$ cat src/common/sads_pkg.sv
// package: register map, field positions, timing tables for the converter sequencer
`default_nettype none
package sads_pkg;
	// byte addresses of the register words
	localparam logic [15:0] SADS_MODE_ADDR = 16'hff80;
	localparam logic [15:0] SADS_CHAN_ADDR = 16'hff81;
	// byte addresses actually decoded (index times four, since ff81 is not word aligned)
	localparam logic [17:0] SADS_MODE_BADDR = 18'h3fe00;
	localparam logic [17:0] SADS_CHAN_BADDR = 18'h3fe04;
	// own registers: result word and status word
	localparam logic [17:0] SADS_RESULT_BADDR = 18'h3fe08;
	localparam logic [17:0] SADS_STATUS_BADDR = 18'h3fe0c;
	// mode register fields
	localparam int SADS_EN_BIT = 7;
	localparam int SADS_TRG_BIT = 6;
	localparam int SADS_FR_LSB = 3;
	localparam int SADS_EDGE_LSB = 1;
	// status register fields
	localparam int SADS_ST_DONE_BIT = 0;
	localparam int SADS_ST_BUSY_BIT = 1;
	// reset values
	localparam logic [7:0] SADS_MODE_RST = 8'h00;
	localparam logic [7:0] SADS_CHAN_RST = 8'h00;
	localparam logic [7:0] SADS_RESULT_RST = 8'h00;
	// main clock, MHz, figure as printed as clock rate
	localparam int SADS_CLK_MHZ = 250;
	// start delay in main-clock periods (long and short code groups, taken at minimum)
	localparam logic [3:0] SADS_DLY_LONG = 4'h6;
	localparam logic [3:0] SADS_DLY_SHORT = 4'h3;
	// half a cpu clock, cycles, cpu clock taken equal to main clock, rounded up
	localparam logic [3:0] SADS_DLY_HALF = 4'h1;
	localparam int SADS_BITS = 8;
	typedef enum logic [1:0] {SADS_IDLE, SADS_DELAY, SADS_SAMPLE, SADS_CONVERT} sads_state_t;
	// total conversion length per code, prohibited codes take the code 0 length
	function automatic logic [7:0] sads_conv_len(input logic [2:0] code);
		case (code)
			3'h0: sads_conv_len = 8'h90;
			3'h1: sads_conv_len = 8'h78;
			3'h2: sads_conv_len = 8'h60;
			3'h4: sads_conv_len = 8'h48;
			3'h5: sads_conv_len = 8'h3c;
			3'h6: sads_conv_len = 8'h30;
			default: sads_conv_len = 8'h90;
		endcase
	endfunction
	// sampling length per code
	function automatic logic [7:0] sads_samp_len(input logic [2:0] code);
		case (code)
			3'h0: sads_samp_len = 8'h14;
			3'h1: sads_samp_len = 8'h10;
			3'h2: sads_samp_len = 8'h0c;
			3'h4: sads_samp_len = 8'h0a;
			3'h5: sads_samp_len = 8'h08;
			3'h6: sads_samp_len = 8'h06;
			default: sads_samp_len = 8'h14;
		endcase
	endfunction
endpackage
`default_nettype wire

$ cat src/common/sads_cfg_if.sv
// interface: configuration and events from the register file to the sequencer, busy, done and result back
`default_nettype none
interface sads_cfg_if;
	logic enable;
	logic hw_start;
	logic [2:0] conv_code;
	logic [1:0] edge_sel;
	logic [1:0] channel;
	logic restart;
	logic busy;
	logic done;
	logic [7:0] result;
	modport regs (output enable, hw_start, conv_code, edge_sel, channel, restart,
		input busy, done, result);
	modport seq (input enable, hw_start, conv_code, edge_sel, channel, restart,
		output busy, done, result);
endinterface
`default_nettype wire

$ cat src/logic/sads_edge_det.sv
// trigger edge detector with selectable falling, rising or both edges
`default_nettype none
module sads_edge_det
	import sads_pkg::*;
(
	// clock and reset
	input wire logic hclk,
	input wire logic hresetn,
	// trigger and selection
	input wire logic trig_in,
	input wire logic [1:0] edge_sel,
	// one-cycle edge pulse
	output logic edge_hit
);
	logic prev_ff;
	logic nxt_prev;

	// previous trigger level
	always_comb begin
		nxt_prev = trig_in;
	end

	always_ff @(posedge hclk or negedge hresetn) begin
		if (!hresetn) begin
			prev_ff <= 1'b0;
		end else begin
			prev_ff <= nxt_prev;
		end
	end

	// low select bit falling, high select bit rising
	always_comb begin
		edge_hit = (edge_sel[0] & prev_ff & ~trig_in) |
			(edge_sel[1] & ~prev_ff & trig_in);
	end
endmodule
`default_nettype wire

$ cat src/logic/sads_seq.sv
// successive approximation sequencer: delay, sample, eight trials, result latch
`default_nettype none
module sads_seq
	import sads_pkg::*;
(
	// clock and reset
	input wire logic hclk,
	input wire logic hresetn,
	// configuration from register file
	sads_cfg_if.seq cfg,
	// standby and trigger
	input wire logic standby,
	input wire logic edge_hit,
	// analog side
	input wire logic comp_high,
	output logic sample_en,
	output logic [7:0] tap_code,
	output logic [1:0] mux_sel,
	// done pulse
	output logic done_req
);
	sads_state_t state_ff, nxt_state;
	logic [7:0] cnt_ff, nxt_cnt;
	logic [7:0] sar_ff, nxt_sar;
	logic [2:0] bit_ff, nxt_bit;
	logic [7:0] res_ff, nxt_res;
	logic done_ff, nxt_done;
	logic armed_ff, nxt_armed;
	logic [7:0] step;
	logic [7:0] span;
	logic [7:0] lead;

	// trial period: remaining cycles split over eight bits
	always_comb begin
		span = sads_conv_len(cfg.conv_code) - sads_samp_len(cfg.conv_code);
		step = span >> 3;
		// first trial absorbs the leftover so the total matches the code
		lead = step + {5'h00, span[2:0]};
	end

	// next-state logic
	always_comb begin
		nxt_state = state_ff;
		nxt_cnt = cnt_ff;
		nxt_sar = sar_ff;
		nxt_bit = bit_ff;
		nxt_res = res_ff;
		nxt_done = 1'b0;
		nxt_armed = armed_ff;
		if (!cfg.enable || standby) begin
			nxt_state = SADS_IDLE;
			nxt_armed = 1'b0;
		end else if (cfg.restart) begin
			// new channel or enable rewrite aborts and restarts
			nxt_state = SADS_IDLE;
			nxt_armed = ~cfg.hw_start;
			nxt_cnt = 8'h00;
		end else begin
			case (state_ff)
				SADS_IDLE: begin
					if (!cfg.hw_start || edge_hit || armed_ff) begin
						nxt_state = SADS_DELAY;
						nxt_armed = 1'b0;
						// the idle cycle itself is the first delay cycle
						nxt_cnt = {4'h0, SADS_DLY_HALF} + {4'h0, (cfg.conv_code[2] ?
							SADS_DLY_SHORT : SADS_DLY_LONG)} - 8'h01;
					end
				end
				SADS_DELAY: begin
					if (cnt_ff <= 8'h01) begin
						nxt_state = SADS_SAMPLE;
						nxt_cnt = sads_samp_len(cfg.conv_code);
					end else begin
						nxt_cnt = cnt_ff - 8'h01;
					end
				end
				SADS_SAMPLE: begin
					if (cnt_ff <= 8'h01) begin
						nxt_state = SADS_CONVERT;
						nxt_sar = 8'h80;
						nxt_bit = 3'h7;
						nxt_cnt = lead;
					end else begin
						nxt_cnt = cnt_ff - 8'h01;
					end
				end
				SADS_CONVERT: begin
					if (cnt_ff <= 8'h01) begin
						// decide current bit, set next lower one
						nxt_sar = sar_ff;
						nxt_sar[bit_ff] = comp_high;
						nxt_cnt = step;
						if (bit_ff == 3'h0) begin
							nxt_res = nxt_sar;
							nxt_done = 1'b1;
							nxt_state = cfg.hw_start ? SADS_IDLE : SADS_DELAY;
							nxt_cnt = 8'h01;
						end else begin
							nxt_bit = bit_ff - 3'h1;
							nxt_sar[bit_ff - 3'h1] = 1'b1;
						end
					end else begin
						nxt_cnt = cnt_ff - 8'h01;
					end
				end
				default: nxt_state = SADS_IDLE;
			endcase
		end
	end

	always_ff @(posedge hclk or negedge hresetn) begin
		if (!hresetn) begin
			state_ff <= SADS_IDLE;
			cnt_ff <= 8'h00;
			sar_ff <= 8'h00;
			bit_ff <= 3'h7;
			res_ff <= SADS_RESULT_RST;
			done_ff <= 1'b0;
			armed_ff <= 1'b0;
		end else begin
			state_ff <= nxt_state;
			cnt_ff <= nxt_cnt;
			sar_ff <= nxt_sar;
			bit_ff <= nxt_bit;
			res_ff <= nxt_res;
			done_ff <= nxt_done;
			armed_ff <= nxt_armed;
		end
	end

	// outputs to analog side and register file
	always_comb begin
		sample_en = (state_ff == SADS_SAMPLE);
		tap_code = sar_ff; // tap follows trial value
		mux_sel = cfg.channel;
		done_req = done_ff;
		cfg.done = done_ff;
		cfg.result = res_ff;
		cfg.busy = (state_ff != SADS_IDLE);
	end
endmodule
`default_nettype wire

$ cat src/logic/sads_top.sv
// converter sequencer top: AHB-Lite register file plus sequencer and trigger detector
`default_nettype none
// Contract
// - enable bit stops or runs repeated conversion
// - trigger-source bit: software or external edge
// - conversion code sets total length
// - sampling length follows conversion code
// - start delay after enable per code group
// - edge field picks none, fall, rise, both
// - channel code routes one of four inputs
// - hold, then top trial bit, half tap
// - keep bit if input at or above tap
// - eight trials then copy to result
// - done request with result latch
// - reset clears mode, channel, result
// - mode bit or byte writes, channel halfword or word writes at lane 0 only
// - standby halts conversion
// - one conversion per valid trigger edge
// - software mode repeats conversions back to back
// - channel write aborts and restarts
// - enable clear stops, enable set restarts
module sads_top
	import sads_pkg::*;
(
	// ahb-lite clock and reset
	input wire logic hclk,
	input wire logic hresetn,
	// ahb-lite slave
	input wire logic hsel,
	input wire logic [31:0] haddr,
	input wire logic [1:0] htrans,
	input wire logic hwrite,
	input wire logic [2:0] hsize,
	input wire logic [31:0] hwdata,
	input wire logic hready,
	output logic [31:0] hrdata,
	output logic hreadyout,
	output logic hresp,
	// device control and trigger
	input wire logic standby,
	input wire logic external_trigger_in,
	// analog side
	input wire logic comp_high,
	output logic sample_en,
	output logic [7:0] tap_code,
	output logic [1:0] mux_sel,
	// conversion done request
	output logic conversion_done_request
);
	sads_cfg_if cfg();
	logic [7:0] mode_ff, nxt_mode;
	logic [7:0] chan_ff, nxt_chan;
	logic flag_ff, nxt_flag;
	logic wr_pend_ff, nxt_wr_pend;
	logic [17:0] addr_ff, nxt_addr;
	logic [2:0] size_ff, nxt_size;
	logic [1:0] lane_ff, nxt_lane;
	logic [31:0] rdata_ff, nxt_rdata;
	logic restart_ff, nxt_restart;
	logic edge_hit;
	logic rd_flag;
	logic [7:0] wbyte;
	logic addr_ok;

	// address phase capture, data phase write
	always_comb begin
		nxt_wr_pend = 1'b0;
		nxt_addr = addr_ff;
		nxt_size = size_ff;
		nxt_lane = lane_ff;
		if (hsel && hready && htrans[1]) begin
			nxt_wr_pend = hwrite;
			nxt_addr = {haddr[17:2], 2'b00};
			nxt_size = hsize;
			nxt_lane = haddr[1:0];
		end
	end

	// byte selected by lane; a byte access is the single-bit style write
	always_comb begin
		wbyte = hwdata[8 * lane_ff +: 8];
		addr_ok = (size_ff == 3'h0) || (lane_ff == 2'b00);
	end

	// register writes; done flag set wins over read clear
	always_comb begin
		nxt_mode = mode_ff;
		nxt_chan = chan_ff;
		nxt_restart = 1'b0;
		if (wr_pend_ff && addr_ok && addr_ff == SADS_MODE_BADDR) begin
			nxt_mode = wbyte;
			nxt_restart = wbyte[SADS_EN_BIT] & mode_ff[SADS_EN_BIT];
		end
		if (wr_pend_ff && size_ff != 3'h0 && lane_ff == 2'b00 &&
			addr_ff == SADS_CHAN_BADDR) begin
			nxt_chan = {6'h00, wbyte[1:0]};
			nxt_restart = 1'b1;
		end
		nxt_flag = cfg.done | (flag_ff & ~rd_flag);
	end

	// read data is registered at the address phase
	always_comb begin
		rd_flag = 1'b0;
		nxt_rdata = 32'h0000_0000;
		if (hsel && hready && htrans[1] && !hwrite) begin
			case ({haddr[17:2], 2'b00})
				SADS_MODE_BADDR: nxt_rdata = {24'h00_0000, mode_ff};
				SADS_CHAN_BADDR: nxt_rdata = {24'h00_0000, chan_ff};
				SADS_RESULT_BADDR: nxt_rdata = {24'h00_0000, cfg.result};
				SADS_STATUS_BADDR: begin
					nxt_rdata[SADS_ST_DONE_BIT] = flag_ff;
					nxt_rdata[SADS_ST_BUSY_BIT] = cfg.busy;
					rd_flag = 1'b1;
				end
				default: nxt_rdata = 32'h0000_0000;
			endcase
		end
	end

	always_ff @(posedge hclk or negedge hresetn) begin
		if (!hresetn) begin
			mode_ff <= SADS_MODE_RST;
			chan_ff <= SADS_CHAN_RST;
			flag_ff <= 1'b0;
			wr_pend_ff <= 1'b0;
			addr_ff <= 18'h00000;
			size_ff <= 3'h0;
			lane_ff <= 2'b00;
			rdata_ff <= 32'h0000_0000;
			restart_ff <= 1'b0;
		end else begin
			mode_ff <= nxt_mode;
			chan_ff <= nxt_chan;
			flag_ff <= nxt_flag;
			wr_pend_ff <= nxt_wr_pend;
			addr_ff <= nxt_addr;
			size_ff <= nxt_size;
			lane_ff <= nxt_lane;
			rdata_ff <= nxt_rdata;
			restart_ff <= nxt_restart;
		end
	end

	// configuration to the sequencer
	always_comb begin
		cfg.enable = mode_ff[SADS_EN_BIT];
		cfg.hw_start = mode_ff[SADS_TRG_BIT];
		cfg.conv_code = mode_ff[SADS_FR_LSB +: 3];
		cfg.edge_sel = mode_ff[SADS_EDGE_LSB +: 2];
		cfg.channel = chan_ff[1:0];
		cfg.restart = restart_ff;
		hrdata = rdata_ff;
		hreadyout = 1'b1;
		hresp = 1'b0;
	end

	sads_edge_det u_edge (
		.hclk(hclk),
		.hresetn(hresetn),
		.trig_in(external_trigger_in),
		.edge_sel(cfg.edge_sel),
		.edge_hit(edge_hit)
	);

	sads_seq u_seq (
		.hclk(hclk),
		.hresetn(hresetn),
		.cfg(cfg.seq),
		.standby(standby),
		.edge_hit(edge_hit),
		.comp_high(comp_high),
		.sample_en(sample_en),
		.tap_code(tap_code),
		.mux_sel(mux_sel),
		.done_req(conversion_done_request)
	);
endmodule
`default_nettype wire

$ cat config.mk
export PLATFORM = sky130hd
export DESIGN_NAME = sads_top
export DESIGN_NICKNAME = d
export VERILOG_FILES = /design/src/common/sads_pkg.sv /design/src/common/sads_cfg_if.sv /design/src/logic/sads_edge_det.sv /design/src/logic/sads_seq.sv /design/src/logic/sads_top.sv
export SDC_FILE = /design/constraint.sdc
export NUM_CORES = 1
export LEC_CHECK = 0
export ABC_AREA = 1
export BUFFER_PORTS_ARGS = -buffer_cell sky130_fd_sc_hd__buf_2
export CORE_UTILIZATION = 40
export CTS_CLUSTER_SIZE = 24
export DETAILED_ROUTE_END_ITERATION = 10
export PLACE_DENSITY = 0.65
export SETUP_SLACK_MARGIN = 0.1
export SYNTH_ARGS = -nofsm -noshare
export SYNTH_HDL_FRONTEND = slang
export SYNTH_SLANG_ARGS = --single-unit
export TNS_END_PERCENT = 50
$ cat constraint.sdc
create_clock -name hclk -period 2.6 [get_ports hclk]
set_input_delay 0.26 -clock hclk [delete_from_list [all_inputs] [get_ports hclk]]
set_output_delay 0.26 -clock hclk [all_outputs]
set_load 0.005 [all_outputs]
==> report_table.html, run 1 <==
<table>
<tr><th>Metric</th><th>Value</th></tr>
<tr><th colspan="2">Place</th></tr>
<tr><td>Placed cell count</td><td>807</td></tr>
<tr><td>Post-DP HPWL</td><td>8300 um</td></tr>
<tr><td>Global placement routability congestion</td><td>0.888</td></tr>
<tr><td>Port bufs</td><td>81</td></tr>
<tr><td>Pre-CTS setup slack</td><td>0.0435 ns</td></tr>
<tr><th colspan="2">Final layout</th></tr>
<tr><td>Share of layout cells above drive strength 1</td><td>0.260</td></tr>
<tr><td>Final Non-Filler Cells</td><td>828</td></tr>
<tr><td>Utilization of the core after routing</td><td>0.502</td></tr>
<tr><td>Antenna diode instance count</td><td>0</td></tr>
<tr><td>Synthesis-to-layout area growth</td><td>20.1%</td></tr>
<tr><td>Final net count</td><td>775</td></tr>
<tr><th colspan="2">STA</th></tr>
<tr><td>Setup repair after global routing missed its margin</td><td>true</td></tr>
<tr><td>Setup slack after layout</td><td>0.192 ns</td></tr>
<tr><td>Final worst-path cycle share</td><td>0.926</td></tr>
<tr><td>Final Slew Violations</td><td>0</td></tr>
<tr><td>F_max</td><td>415 MHz</td></tr>
<tr><td>Worst Max-Slew Pin Slew</td><td>0.946 ns</td></tr>
<tr><td>Setup violation total in the final timing report</td><td>0</td></tr>
<tr><td>Hold Fails Final Rpt</td><td>0</td></tr>
<tr><td>Max Clock Skew</td><td>0.00732 ns</td></tr>
<tr><td>Max-slew headroom</td><td>0.369</td></tr>
<tr><td>Setup TNS after final layout</td><td>0 ns</td></tr>
<tr><td>Clock period minus worst slack</td><td>2.41 ns</td></tr>
<tr><th colspan="2">Floorplanning</th></tr>
<tr><td>Initial cell density of the core</td><td>0.418</td></tr>
<tr><td>Die Wd</td><td>109 um</td></tr>
<tr><td>Area enclosed by the die boundary</td><td>12000 sq um</td></tr>
<tr><td>Placeable core area</td><td>11000 sq um</td></tr>
<tr><td>Total number of placement rows</td><td>38</td></tr>
<tr><td>Total I/O pin count</td><td>123</td></tr>
<tr><td>Die Y-Extent</td><td>109 um</td></tr>
<tr><th colspan="2">Global routing</th></tr>
<tr><td>Antenna violations before repair</td><td>0</td></tr>
<tr><td>Overall routing resource usage</td><td>0.195</td></tr>
<tr><td>GR Overflow Total</td><td>0</td></tr>
<tr><td>Via count of the first global-routing pass</td><td>3905</td></tr>
<tr><td>Wire length of the first global-routing pass</td><td>18100 um</td></tr>
<tr><td>Pin count of the biggest net entering global routing</td><td>75</td></tr>
<tr><th colspan="2">Pwr</th></tr>
<tr><td>Pwr/cell area</td><td>753 nW/um^2</td></tr>
<tr><td>Sw Ratio</td><td>0.354</td></tr>
<tr><td>Cell leakage power</td><td>2.84 nW</td></tr>
<tr><td>Part of the power in combinational logic</td><td>0.316</td></tr>
<tr><td>Maximum VDD drop</td><td>0.000523 V</td></tr>
<tr><td>Internal power</td><td>2.69 mW</td></tr>
<tr><td>Sequential power share</td><td>0.348</td></tr>
<tr><td>Switching power</td><td>1.47 mW</td></tr>
<tr><td>Share of power burned in the clock network</td><td>0.335</td></tr>
<tr><th colspan="2">Detailed routing</th></tr>
<tr><td>Total length of routed wires</td><td>11100 um</td></tr>
<tr><td>Detailed router's first-iteration violation count</td><td>272</td></tr>
<tr><td>Per-cell routed wire length</td><td>13.4 um</td></tr>
<tr><td>Via count</td><td>4081</td></tr>
<tr><td>Number of nets with antenna violations after detailed routing</td><td>0</td></tr>
<tr><td>Vias per cell</td><td>4.93</td></tr>
<tr><td>Final routed DRC violation total</td><td>0</td></tr>
<tr><td>Detailed Routing Iterations Pass 1</td><td>4</td></tr>
<tr><th colspan="2">Synth</th></tr>
<tr><td>Adder-cell area share of the yosys netlist</td><td>0.0369</td></tr>
<tr><td>Simple-gate share of the synthesized area</td><td>0.273</td></tr>
<tr><td>Mapped Area</td><td>4610 sq um</td></tr>
<tr><td>Most used DFF post-synth</td><td>sky130_fd_sc_hd__dfrtp_1</td></tr>
<tr><td>Portion of netlist area occupied by mux cells</td><td>0.0402</td></tr>
<tr><td>Most frequent cell after synthesis</td><td>sky130_fd_sc_hd__nand2_1</td></tr>
<tr><td>Unique masters post-synth</td><td>42</td></tr>
<tr><td>Fraction of post-synthesis cell area in the top cell type by area</td><td>0.385</td></tr>
<tr><td>Compound-cell area share of the yosys netlist</td><td>0.119</td></tr>
<tr><td>Post-synthesis xor/xnor area fraction</td><td>0.00950</td></tr>
<tr><td>Largest family of logic cells by synthesized area</td><td>simple AND/OR/NAND/NOR gates</td></tr>
<tr><td>Count of flip-flops with a built-in enable after synthesis</td><td>0</td></tr>
<tr><td>Number of synthesized register bits</td><td>74</td></tr>
<tr><td>Post-synthesis cell count</td><td>594</td></tr>
<tr><td>Synth area leader</td><td>sky130_fd_sc_hd__dfrtp_1</td></tr>
<tr><td>Portion of the post-synthesis area used by sequential elements</td><td>0.403</td></tr>
<tr><td>Commonest cells in the synthesized netlist</td><td>132 x sky130_fd_sc_hd__nand2_1, 71 x sky130_fd_sc_hd__dfrtp_1, 63 x sky130_fd_sc_hd__nor2_1</td></tr>
<tr><td>FFs w/ async S/R, synth</td><td>1.00</td></tr>
<tr><td>Top cells by area, synth</td><td>sky130_fd_sc_hd__dfrtp_1 39%, sky130_fd_sc_hd__nand2_1 11%, sky130_fd_sc_hd__nor2_1 5.1%</td></tr>
<tr><td>Warnings, synthesis</td><td>0</td></tr>
<tr><td>Syn Area/Cell</td><td>7.76 sq um</td></tr>
<tr><th colspan="2">Clock network</th></tr>
<tr><td>Worst-case clock buffer depth</td><td>2</td></tr>
<tr><td>Clock root cell</td><td>sky130_fd_sc_hd__clkbuf_16</td></tr>
<tr><td># H-tree levels</td><td>3</td></tr>
<tr><td>Clock latency on the worst-skew pair</td><td>0.33 ns</td></tr>
<tr><td>CTS clock-pin slew for the worst setup and hold paths</td><td>0.06 ns</td></tr>
<tr><td>Number of CTS-inserted buffers</td><td>9</td></tr>
<tr><td>Clock tree sinks</td><td>74</td></tr>
<tr><td>Hold_buf cts</td><td>0</td></tr>
<tr><td>Clock tree from TritonCTS</td><td>yes</td></tr>
<tr><th colspan="2">Setup path</th></tr>
<tr><td>Worst EP arrival</td><td>2.63 ns</td></tr>
<tr><td>Crit path launch type</td><td>flip-flop</td></tr>
<tr><td>Worst-path maximum fanout</td><td>4</td></tr>
<tr><td>R2R Setup Slk</td><td>0.19 ns</td></tr>
<tr><td>Launch point of the worst path</td><td>mode_ff[3]$_DFFE_PN0P_</td></tr>
<tr><td>Worst reg-to-reg path cell count</td><td>19</td></tr>
<tr><td>Kind of end point of the critical path</td><td>flip-flop</td></tr>
<tr><td>Crit path kind</td><td>reg -&gt; reg</td></tr>
<tr><td>Endpoint of the worst-slack reg-to-reg timing path</td><td>u_seq.cnt_ff[2]$_DFFE_PN0P_</td></tr>
<tr><td>WP data required</td><td>2.82 ns</td></tr>
<tr><td>Source of the worst register-to-register timing path</td><td>mode_ff[3]$_DFFE_PN0P_</td></tr>
<tr><th colspan="2">Hold path</th></tr>
<tr><td>Class of the tightest hold or removal check</td><td>in -&gt; async</td></tr>
<tr><th colspan="2">Status</th></tr>
<tr><td>Status</td><td>complete, no violations</td></tr>
<tr><th colspan="2">Flow run</th></tr>
<tr><td>Number of max-capacitance violations reported</td><td>0</td></tr>
</table>
placed cells by master (no fill, tap or decap), types with 3 or more instances in the layout:
cell type	netlist	final
sky130_fd_sc_hd__inv_2	14	17
sky130_fd_sc_hd__buf_4	26	13
sky130_fd_sc_hd__a21oi_2	2	4
sky130_fd_sc_hd__conb_1	2	26
sky130_fd_sc_hd__xor2_1	3	3
sky130_fd_sc_hd__a21oi_1	35	33
sky130_fd_sc_hd__dfrtp_1	71	71
sky130_fd_sc_hd__mux2i_1	5	5
sky130_fd_sc_hd__o22ai_1	8	8
sky130_fd_sc_hd__nor2_1	63	61
sky130_fd_sc_hd__clkbuf_16	0	9
sky130_fd_sc_hd__nand3_1	33	32
sky130_fd_sc_hd__nand3_4	2	3
sky130_fd_sc_hd__nor2_4	4	5
sky130_fd_sc_hd__inv_1	57	53
sky130_fd_sc_hd__mux2_2	12	12
sky130_fd_sc_hd__o21ai_1	18	18
sky130_fd_sc_hd__nand2_1	132	123
sky130_fd_sc_hd__dfstp_2	3	3
sky130_fd_sc_hd__bufinv_16	0	3
sky130_fd_sc_hd__o21ai_0	34	34
sky130_fd_sc_hd__nor3_1	6	6
sky130_fd_sc_hd__buf_2	8	80
sky130_fd_sc_hd__nand2_2	3	11
sky130_fd_sc_hd__ha_1	12	9
sky130_fd_sc_hd__nand4_1	14	14
sky130_fd_sc_hd__nand3b_1	3	3
area by class of cell:
type                    count  area [sq um]
fillers                  1048          5490
flip-flops and latches     74          1860
repair buffers             94           509
clock inverters             5           105
clock buffers               9           225
inverters                  72           273
multi-input cells         434          2390
well taps                 140           175
metrics by stage:
stage / cell area [sq um] / hold WS [ns] / power (mW)
after floorplan: 4700 / -0.0356 / 2.51
after global placement: 5060 / 0.393 / 2.75
after detailed placement: 5060 / 0.397 / 2.78
after CTS: 5410 / 0.0495 / 4.19
after global routing: 5540 / 0.0485 / 4.43
final: 5540 / 0.0605 / 4.17
worst max-delay path, cell delays in order (launching register included):
cell and delay (ns):
sky130_fd_sc_hd__dfrtp_1 0.42, sky130_fd_sc_hd__inv_2 0.09, sky130_fd_sc_hd__nand2_4 0.06, sky130_fd_sc_hd__nor2_4 0.12, sky130_fd_sc_hd__inv_2 0.05, sky130_fd_sc_hd__nand2_2 0.07
sky130_fd_sc_hd__inv_2 0.05, sky130_fd_sc_hd__ha_4 0.25, sky130_fd_sc_hd__nand2_2 0.07, sky130_fd_sc_hd__nand2_2 0.07, sky130_fd_sc_hd__inv_1 0.07, sky130_fd_sc_hd__nand2_2 0.07
sky130_fd_sc_hd__nand2_2 0.07, sky130_fd_sc_hd__nand2_1 0.06, sky130_fd_sc_hd__ha_2 0.17, sky130_fd_sc_hd__or2_4 0.22, sky130_fd_sc_hd__a21oi_2 0.12, sky130_fd_sc_hd__o21ai_1 0.09
sky130_fd_sc_hd__o21ai_1 0.14, sky130_fd_sc_hd__nand2_1 0.06
logic make-up (layout without fill, tap and decap cells):
group,count (synthesis),count (layout)
AND/OR/NAND/NOR,271,271
flip-flops,74,74
adder cells (fa/ha/maj),13,13
buffers and inverters,110,180
multiplexers,17,17
XOR/XNOR,5,5
other,2,26
AO/OA/AOI/OAI,102,102
timing repair:
| action | in CTS | in global routing |
|---|---|---|
| gates resized for setup | 2 | 25 |
| cloned | 0 | 0 |
| buffers inserted | 0 | 7 |
| pin swaps | 0 | 10 |
| setup endpoints to repair | 1 | 3 |
flip-flops by register name, indices dropped and copies added (netlist names), 3 cells and up:
name / flops
size_ff: 3
hrdata: 8
addr_ff: 16
u_seq.bit_ff: 3
mode_ff: 8
u_seq.cfg.result: 8
u_seq.tap_code: 8
u_seq.cnt_ff: 8
routing by layer:
layer / global-route usage / wire length [um] / vias to the layer above
met1: 0.250 / 5040 / 1899
met2: 0.331 / 5420 / 100
met3: 0.0445 / 520 / 10
li1: - / - / 2072
met5: 0 / 0 / -
met4: 0.0533 / 96 / 0
power by group through the flow:
stage          combinational [mW]  clock [mW]  sequential, mW
2_1_floorplan                1.10           0            1.41
3_3_place_gp                 1.29           0            1.46
3_5_place_dp                 1.31           0            1.47
4_1_cts                      1.32        1.43            1.45
5_1_grt                      1.49        1.47            1.47
6_report                     1.32        1.40            1.45
worst max path at each step:
stage	end	slack (ns)	depth (start not counted)
3_3_place_gp	u_seq.cnt_ff[2]$_DFFE_PN0P_	0.1	19
4_1_cts	u_seq.cnt_ff[2]$_DFFE_PN0P_	0.11	17
5_1_grt	u_seq.cnt_ff[2]$_DFFE_PN0P_	0.04	19
6_report	u_seq.cnt_ff[2]$_DFFE_PN0P_	0.19	19
3_5_place_dp	u_seq.cnt_ff[2]$_DFFE_PN0P_	0.04	19
2_1_floorplan	u_seq.cnt_ff[2]$_DFFE_PN0P_	0.19	19
No activity file was read; power rests on OpenSTA's default activity.
==> inputs of run 2 (changes only) <==
--- a/config.mk
+++ b/config.mk
@@ -6,11 +6,13 @@
 export NUM_CORES = 1
 export LEC_CHECK = 0
 export ABC_AREA = 1
-export BUFFER_PORTS_ARGS = -buffer_cell sky130_fd_sc_hd__buf_2
-export CORE_UTILIZATION = 40
+export BUFFER_PORTS_ARGS = -buffer_cell sky130_fd_sc_hd__buf_4
+export CELL_PAD_IN_SITES_DETAIL_PLACEMENT = 1
+export CELL_PAD_IN_SITES_GLOBAL_PLACEMENT = 2
+export CORE_UTILIZATION = 27
 export CTS_CLUSTER_SIZE = 24
 export DETAILED_ROUTE_END_ITERATION = 10
-export PLACE_DENSITY = 0.65
+export PLACE_DENSITY = 0.76
 export SETUP_SLACK_MARGIN = 0.1
 export SYNTH_ARGS = -nofsm -noshare
 export SYNTH_HDL_FRONTEND = slang
==> run 2 against run 1 <==
- total power down 2.3%
- combinational power up 8%
- first-iteration DRC count fell by 39%
- clock power decreased by 15%
- sequential power barely moved
- critical path type unchanged
- via count rose by 3.6%
==> report_table.html, run 2 (synthesis gave the netlist of run 1 again) <==
<table>
<tr><th>Metric</th><th>Value</th></tr>
<tr><th colspan="2">Clock network</th></tr>
<tr><td>CTS clock-pin slew for the worst setup and hold paths</td><td>0.06 ns (about the same)</td></tr>
<tr><td>Clock latency on the worst-skew pair</td><td>0.34 ns (was 0.33 ns)</td></tr>
<tr><td>Clock tree from TritonCTS</td><td>yes (unchanged)</td></tr>
<tr><td>Clock root cell</td><td>sky130_fd_sc_hd__clkbuf_16 (unchanged)</td></tr>
<tr><td>Hold_buf cts</td><td>0 (unchanged)</td></tr>
<tr><td>Worst-case clock buffer depth</td><td>2 (unchanged)</td></tr>
<tr><td>Number of CTS-inserted buffers</td><td>9 (unchanged)</td></tr>
<tr><td>Clock tree sinks</td><td>74 (unchanged)</td></tr>
<tr><td># H-tree levels</td><td>3 (unchanged)</td></tr>
<tr><th colspan="2">Floorplanning</th></tr>
<tr><td>Die Wd</td><td>133 um (was 109 um)</td></tr>
<tr><td>Total number of placement rows</td><td>47 (was 38)</td></tr>
<tr><td>Placeable core area</td><td>16600 sq um (was 11000 sq um)</td></tr>
<tr><td>Initial cell density of the core</td><td>0.277 (was 0.418)</td></tr>
<tr><td>Total I/O pin count</td><td>123 (unchanged)</td></tr>
<tr><td>Die Y-Extent</td><td>133 um (was 109 um)</td></tr>
<tr><td>Area enclosed by the die boundary</td><td>17600 sq um (was 12000 sq um)</td></tr>
<tr><th colspan="2">Final layout</th></tr>
<tr><td>Register Area</td><td>1860 sq um (about the same)</td></tr>
<tr><td>Footprint of the multi-input gates</td><td>2400 sq um (was 2390 sq um)</td></tr>
<tr><td>Final net count</td><td>778 (was 775)</td></tr>
<tr><td>Flip-flop count of the largest register, all copies and words added</td><td>16 (unchanged)</td></tr>
<tr><td>Most frequent cells in the layout</td><td>119 x sky130_fd_sc_hd__nand2_1, 95 x sky130_fd_sc_hd__buf_4, 70 x sky130_fd_sc_hd__dfrtp_1 (was 123 x sky130_fd_sc_hd__nand2_1, 80 x sky130_fd_sc_hd__buf_2, 71 x sky130_fd_sc_hd__dfrtp_1)</td></tr>
<tr><td>Share of layout cells above drive strength 1</td><td>0.273 (was 0.260)</td></tr>
<tr><td>Utilization of the core after routing</td><td>0.350 (was 0.502)</td></tr>
<tr><td>Antenna diode instance count</td><td>0 (unchanged)</td></tr>
<tr><td>Most common cell after layout, fill and taps aside</td><td>sky130_fd_sc_hd__nand2_1 (unchanged)</td></tr>
<tr><td>Synthesis-to-layout area growth</td><td>26.4% (was 20.1%)</td></tr>
<tr><td>Fill count</td><td>2008 (was 1048)</td></tr>
<tr><td>Largest reg by FF count</td><td>addr_ff (unchanged)</td></tr>
<tr><th colspan="2">Pwr</th></tr>
<tr><td>Pwr/cell area</td><td>699 nW/um^2 (was 753 nW/um^2)</td></tr>
<tr><td>Maximum VDD drop</td><td>0.000454 V (was 0.000523 V)</td></tr>
<tr><td>Cell leakage power</td><td>2.91 nW (was 2.84 nW)</td></tr>
<tr><th colspan="2">Setup path</th></tr>
<tr><td>Crit path launch type</td><td>flip-flop (unchanged)</td></tr>
<tr><td>Largest stage delay on the critical path</td><td>0.41 ns (was 0.42 ns)</td></tr>
<tr><td>Critical path cell sequence</td><td>buf_6 &gt; nor2_4 &gt; inv_2 &gt; nand2_2 &gt; inv_2 &gt; ha_4 &gt; nand2_2 &gt; nand2_2 &gt; nor2_1 &gt; nor2_1 &gt; nand3_1 &gt; nand2_1 &gt; nand2_1 &gt; nand2_1 &gt; nand2_1 &gt; nand2_1 &gt; nand2_1 (was inv_2 &gt; nand2_4 &gt; nor2_4 &gt; inv_2 &gt; nand2_2 &gt; inv_2 &gt; ha_4 &gt; nand2_2 &gt; nand2_2 &gt; inv_1 &gt; nand2_2 &gt; nand2_2 &gt; nand2_1 &gt; ha_2 &gt; or2_4 &gt; a21oi_2 &gt; o21ai_1 &gt; o21ai_1 &gt; nand2_1)</td></tr>
<tr><td>Cell occurring most often along the worst timing path</td><td>sky130_fd_sc_hd__nand2_1 (was sky130_fd_sc_hd__nand2_2)</td></tr>
<tr><td>WP data required</td><td>2.83 ns (was 2.82 ns)</td></tr>
<tr><td>Buf/Inv on CP</td><td>3 (was 4)</td></tr>
<tr><td>Worst-path maximum fanout</td><td>4 (unchanged)</td></tr>
<tr><td>Crit path kind</td><td>reg -&gt; reg (unchanged)</td></tr>
<tr><td>Slowest-stage cell, CP</td><td>sky130_fd_sc_hd__dfrtp_1 (unchanged)</td></tr>
<tr><td>Worst EP arrival</td><td>2.65 ns (was 2.63 ns)</td></tr>
<tr><td>Largest delay contributor family on the critical path</td><td>simple AND/OR/NAND/NOR gates (unchanged)</td></tr>
<tr><td>Kind of end point of the critical path</td><td>flip-flop (unchanged)</td></tr>
<tr><th colspan="2">Detailed routing</th></tr>
<tr><td>Detailed router's first-iteration violation count</td><td>166 (was 272)</td></tr>
<tr><td>Detailed Routing Iterations Pass 1</td><td>4 (unchanged)</td></tr>
<tr><td>Vias per cell</td><td>4.63 (was 4.93)</td></tr>
<tr><td>Number of nets with antenna violations after detailed routing</td><td>0 (unchanged)</td></tr>
<tr><td>Routed length on met1</td><td>5570 um (was 5040 um)</td></tr>
<tr><td>Per-cell routed wire length</td><td>15.0 um (was 13.4 um)</td></tr>
<tr><td>Sum of met2 wire segment lengths after detailed routing</td><td>7270 um (was 5420 um)</td></tr>
<tr><td>Final routed DRC violation total</td><td>0 (unchanged)</td></tr>
<tr><td>Total length of routed wires</td><td>13700 um (was 11100 um)</td></tr>
<tr><td>Metal3 WL</td><td>611 um (was 520 um)</td></tr>
<tr><td>Via count</td><td>4227 (was 4081)</td></tr>
<tr><td>DR top layer</td><td>met4 (unchanged)</td></tr>
<tr><th colspan="2">Place</th></tr>
<tr><td>Port bufs</td><td>81 (unchanged)</td></tr>
<tr><td>Post-DP HPWL</td><td>10500 um (was 8300 um)</td></tr>
<tr><td>Global placement routability congestion</td><td>0.828 (was 0.888)</td></tr>
<tr><th colspan="2">Global routing</th></tr>
<tr><td>GR Overflow Total</td><td>0 (unchanged)</td></tr>
<tr><td>Pin count of the biggest net entering global routing</td><td>75 (unchanged)</td></tr>
<tr><td>Antenna violations before repair</td><td>0 (unchanged)</td></tr>
<tr><td>Overall routing resource usage</td><td>0.163 (was 0.195)</td></tr>
<tr><td>Wire length of the first global-routing pass</td><td>22600 um (was 18100 um)</td></tr>
<tr><td>Via count of the first global-routing pass</td><td>4510 (was 3905)</td></tr>
<tr><th colspan="2">STA</th></tr>
<tr><td>Worst Max-Slew Pin Slew</td><td>0.988 ns (was 0.946 ns)</td></tr>
<tr><td>Clock period minus worst slack</td><td>2.42 ns (was 2.41 ns)</td></tr>
<tr><td>Max Clock Skew</td><td>0.00692 ns (was 0.00732 ns)</td></tr>
<tr><td>Final worst-path cycle share</td><td>0.932 (was 0.926)</td></tr>
<tr><td>Setup repair after global routing missed its margin</td><td>false (was true)</td></tr>
<tr><td>Max-slew headroom</td><td>0.341 (was 0.369)</td></tr>
<tr><td>Setup violation total in the final timing report</td><td>0 (unchanged)</td></tr>
<tr><td>Fin Hold WS</td><td>0.0351 ns (was 0.0605 ns)</td></tr>
<tr><td>F_max</td><td>413 MHz (was 415 MHz)</td></tr>
<tr><td>Final Slew Violations</td><td>0 (unchanged)</td></tr>
<tr><td>Hold Fails Final Rpt</td><td>0 (unchanged)</td></tr>
<tr><th colspan="2">Flow run</th></tr>
<tr><td>Number of max-capacitance violations reported</td><td>0 (unchanged)</td></tr>
<tr><th colspan="2">Status</th></tr>
<tr><td>Status</td><td>complete, no violations (unchanged)</td></tr>
<tr><th colspan="2">Hold path</th></tr>
<tr><td>Class of the tightest hold or removal check</td><td>in -&gt; async (unchanged)</td></tr>
</table>
run 2: final cells by class:
| type | count | share of cell area |
|---|---|---|
| Multi-Input combinational cell | 434 | 0.413 |
| Inverter | 72 | 0.0472 |
| Timing Repair Buffer | 97 | 0.126 |
| Sequential cell | 74 | 0.319 |
| Tap cell | 220 | 0.0472 |
| Clock inverter | 6 | 0.00687 |
| Clock buffer | 10 | 0.0410 |
run 2: worst reg2reg max path, delay by kind of cell (launching register included):
| family | cells | cell delay (ns) |
|---|---|---|
| buffers and inverters | 3 | 0.23 |
| adders and majority gates | 1 | 0.27 |
| DFF | 1 | 0.41 |
| and+or+nand+nor | 13 | 1.37 |
run 2: final timing paths:
kind | start | endpoint | depth (start not counted) | slack [ns]
max reg2reg | mode_ff[5]$_DFFE_PN0P_ | u_seq.cnt_ff[3]$_DFFE_PN0P_ | 17 | 0.18
max in group asynchronous | hresetn | mode_ff[4]$_DFFE_PN0P_ | 1 | 1.84
min in group hclk | external_trigger_in | u_edge.prev_ff$_DFF_PN0_ | 1 | 0.05
min reg2reg | u_seq.cfg.result[1]$_DFFE_PN0P_ | u_seq.cfg.result[1]$_DFFE_PN0P_ | 2 | 0.49
max | mode_ff[5]$_DFFE_PN0P_ | u_seq.cnt_ff[3]$_DFFE_PN0P_ | 17 | 0.18
min | hresetn | u_seq.cnt_ff[7]$_DFFE_PN0P_ | 1 | 0.04
run 2: metrics by stage:
step                power, mW  area (sq um)  TNS (ns)  worst slack [ns]  instances
floorplan                2.51          4700         0             0.187        618
global placement         2.86          5380         0            0.0624        889
detailed placement       2.89          5380   -0.0246           -0.0246        889
CTS                      4.12          5700         0             0.112        908
global route             4.37          5830         0            0.0780        913
finish                   4.07          5830         0             0.178        913
run 2: layer usage:
metal | up-vias | global-route usage
met3 | 18 | 0.0421
met2 | 82 | 0.296
li1 | 2072 | -
met1 | 2055 | 0.188
met4 | 0 | 0.0492
met5 | - | 0
run 2: power breakdown:
group | total [mW] | switching (mW) | internal (mW) | leakage [nW]
logic | 1.43 | 0.926 | 0.503 | 1.85
clock network | 1.19 | 0.518 | 0.674 | 0.139
registers | 1.45 | 0.152 | 1.30 | 0.926
run 2: what timing repair did:
item                       in CTS  in global routing
pin swaps                       2                 14
buffers inserted                3                  5
setup endpoints to repair       4                  4
hold endpoints to repair        0                  0
gates resized for setup         6                 30
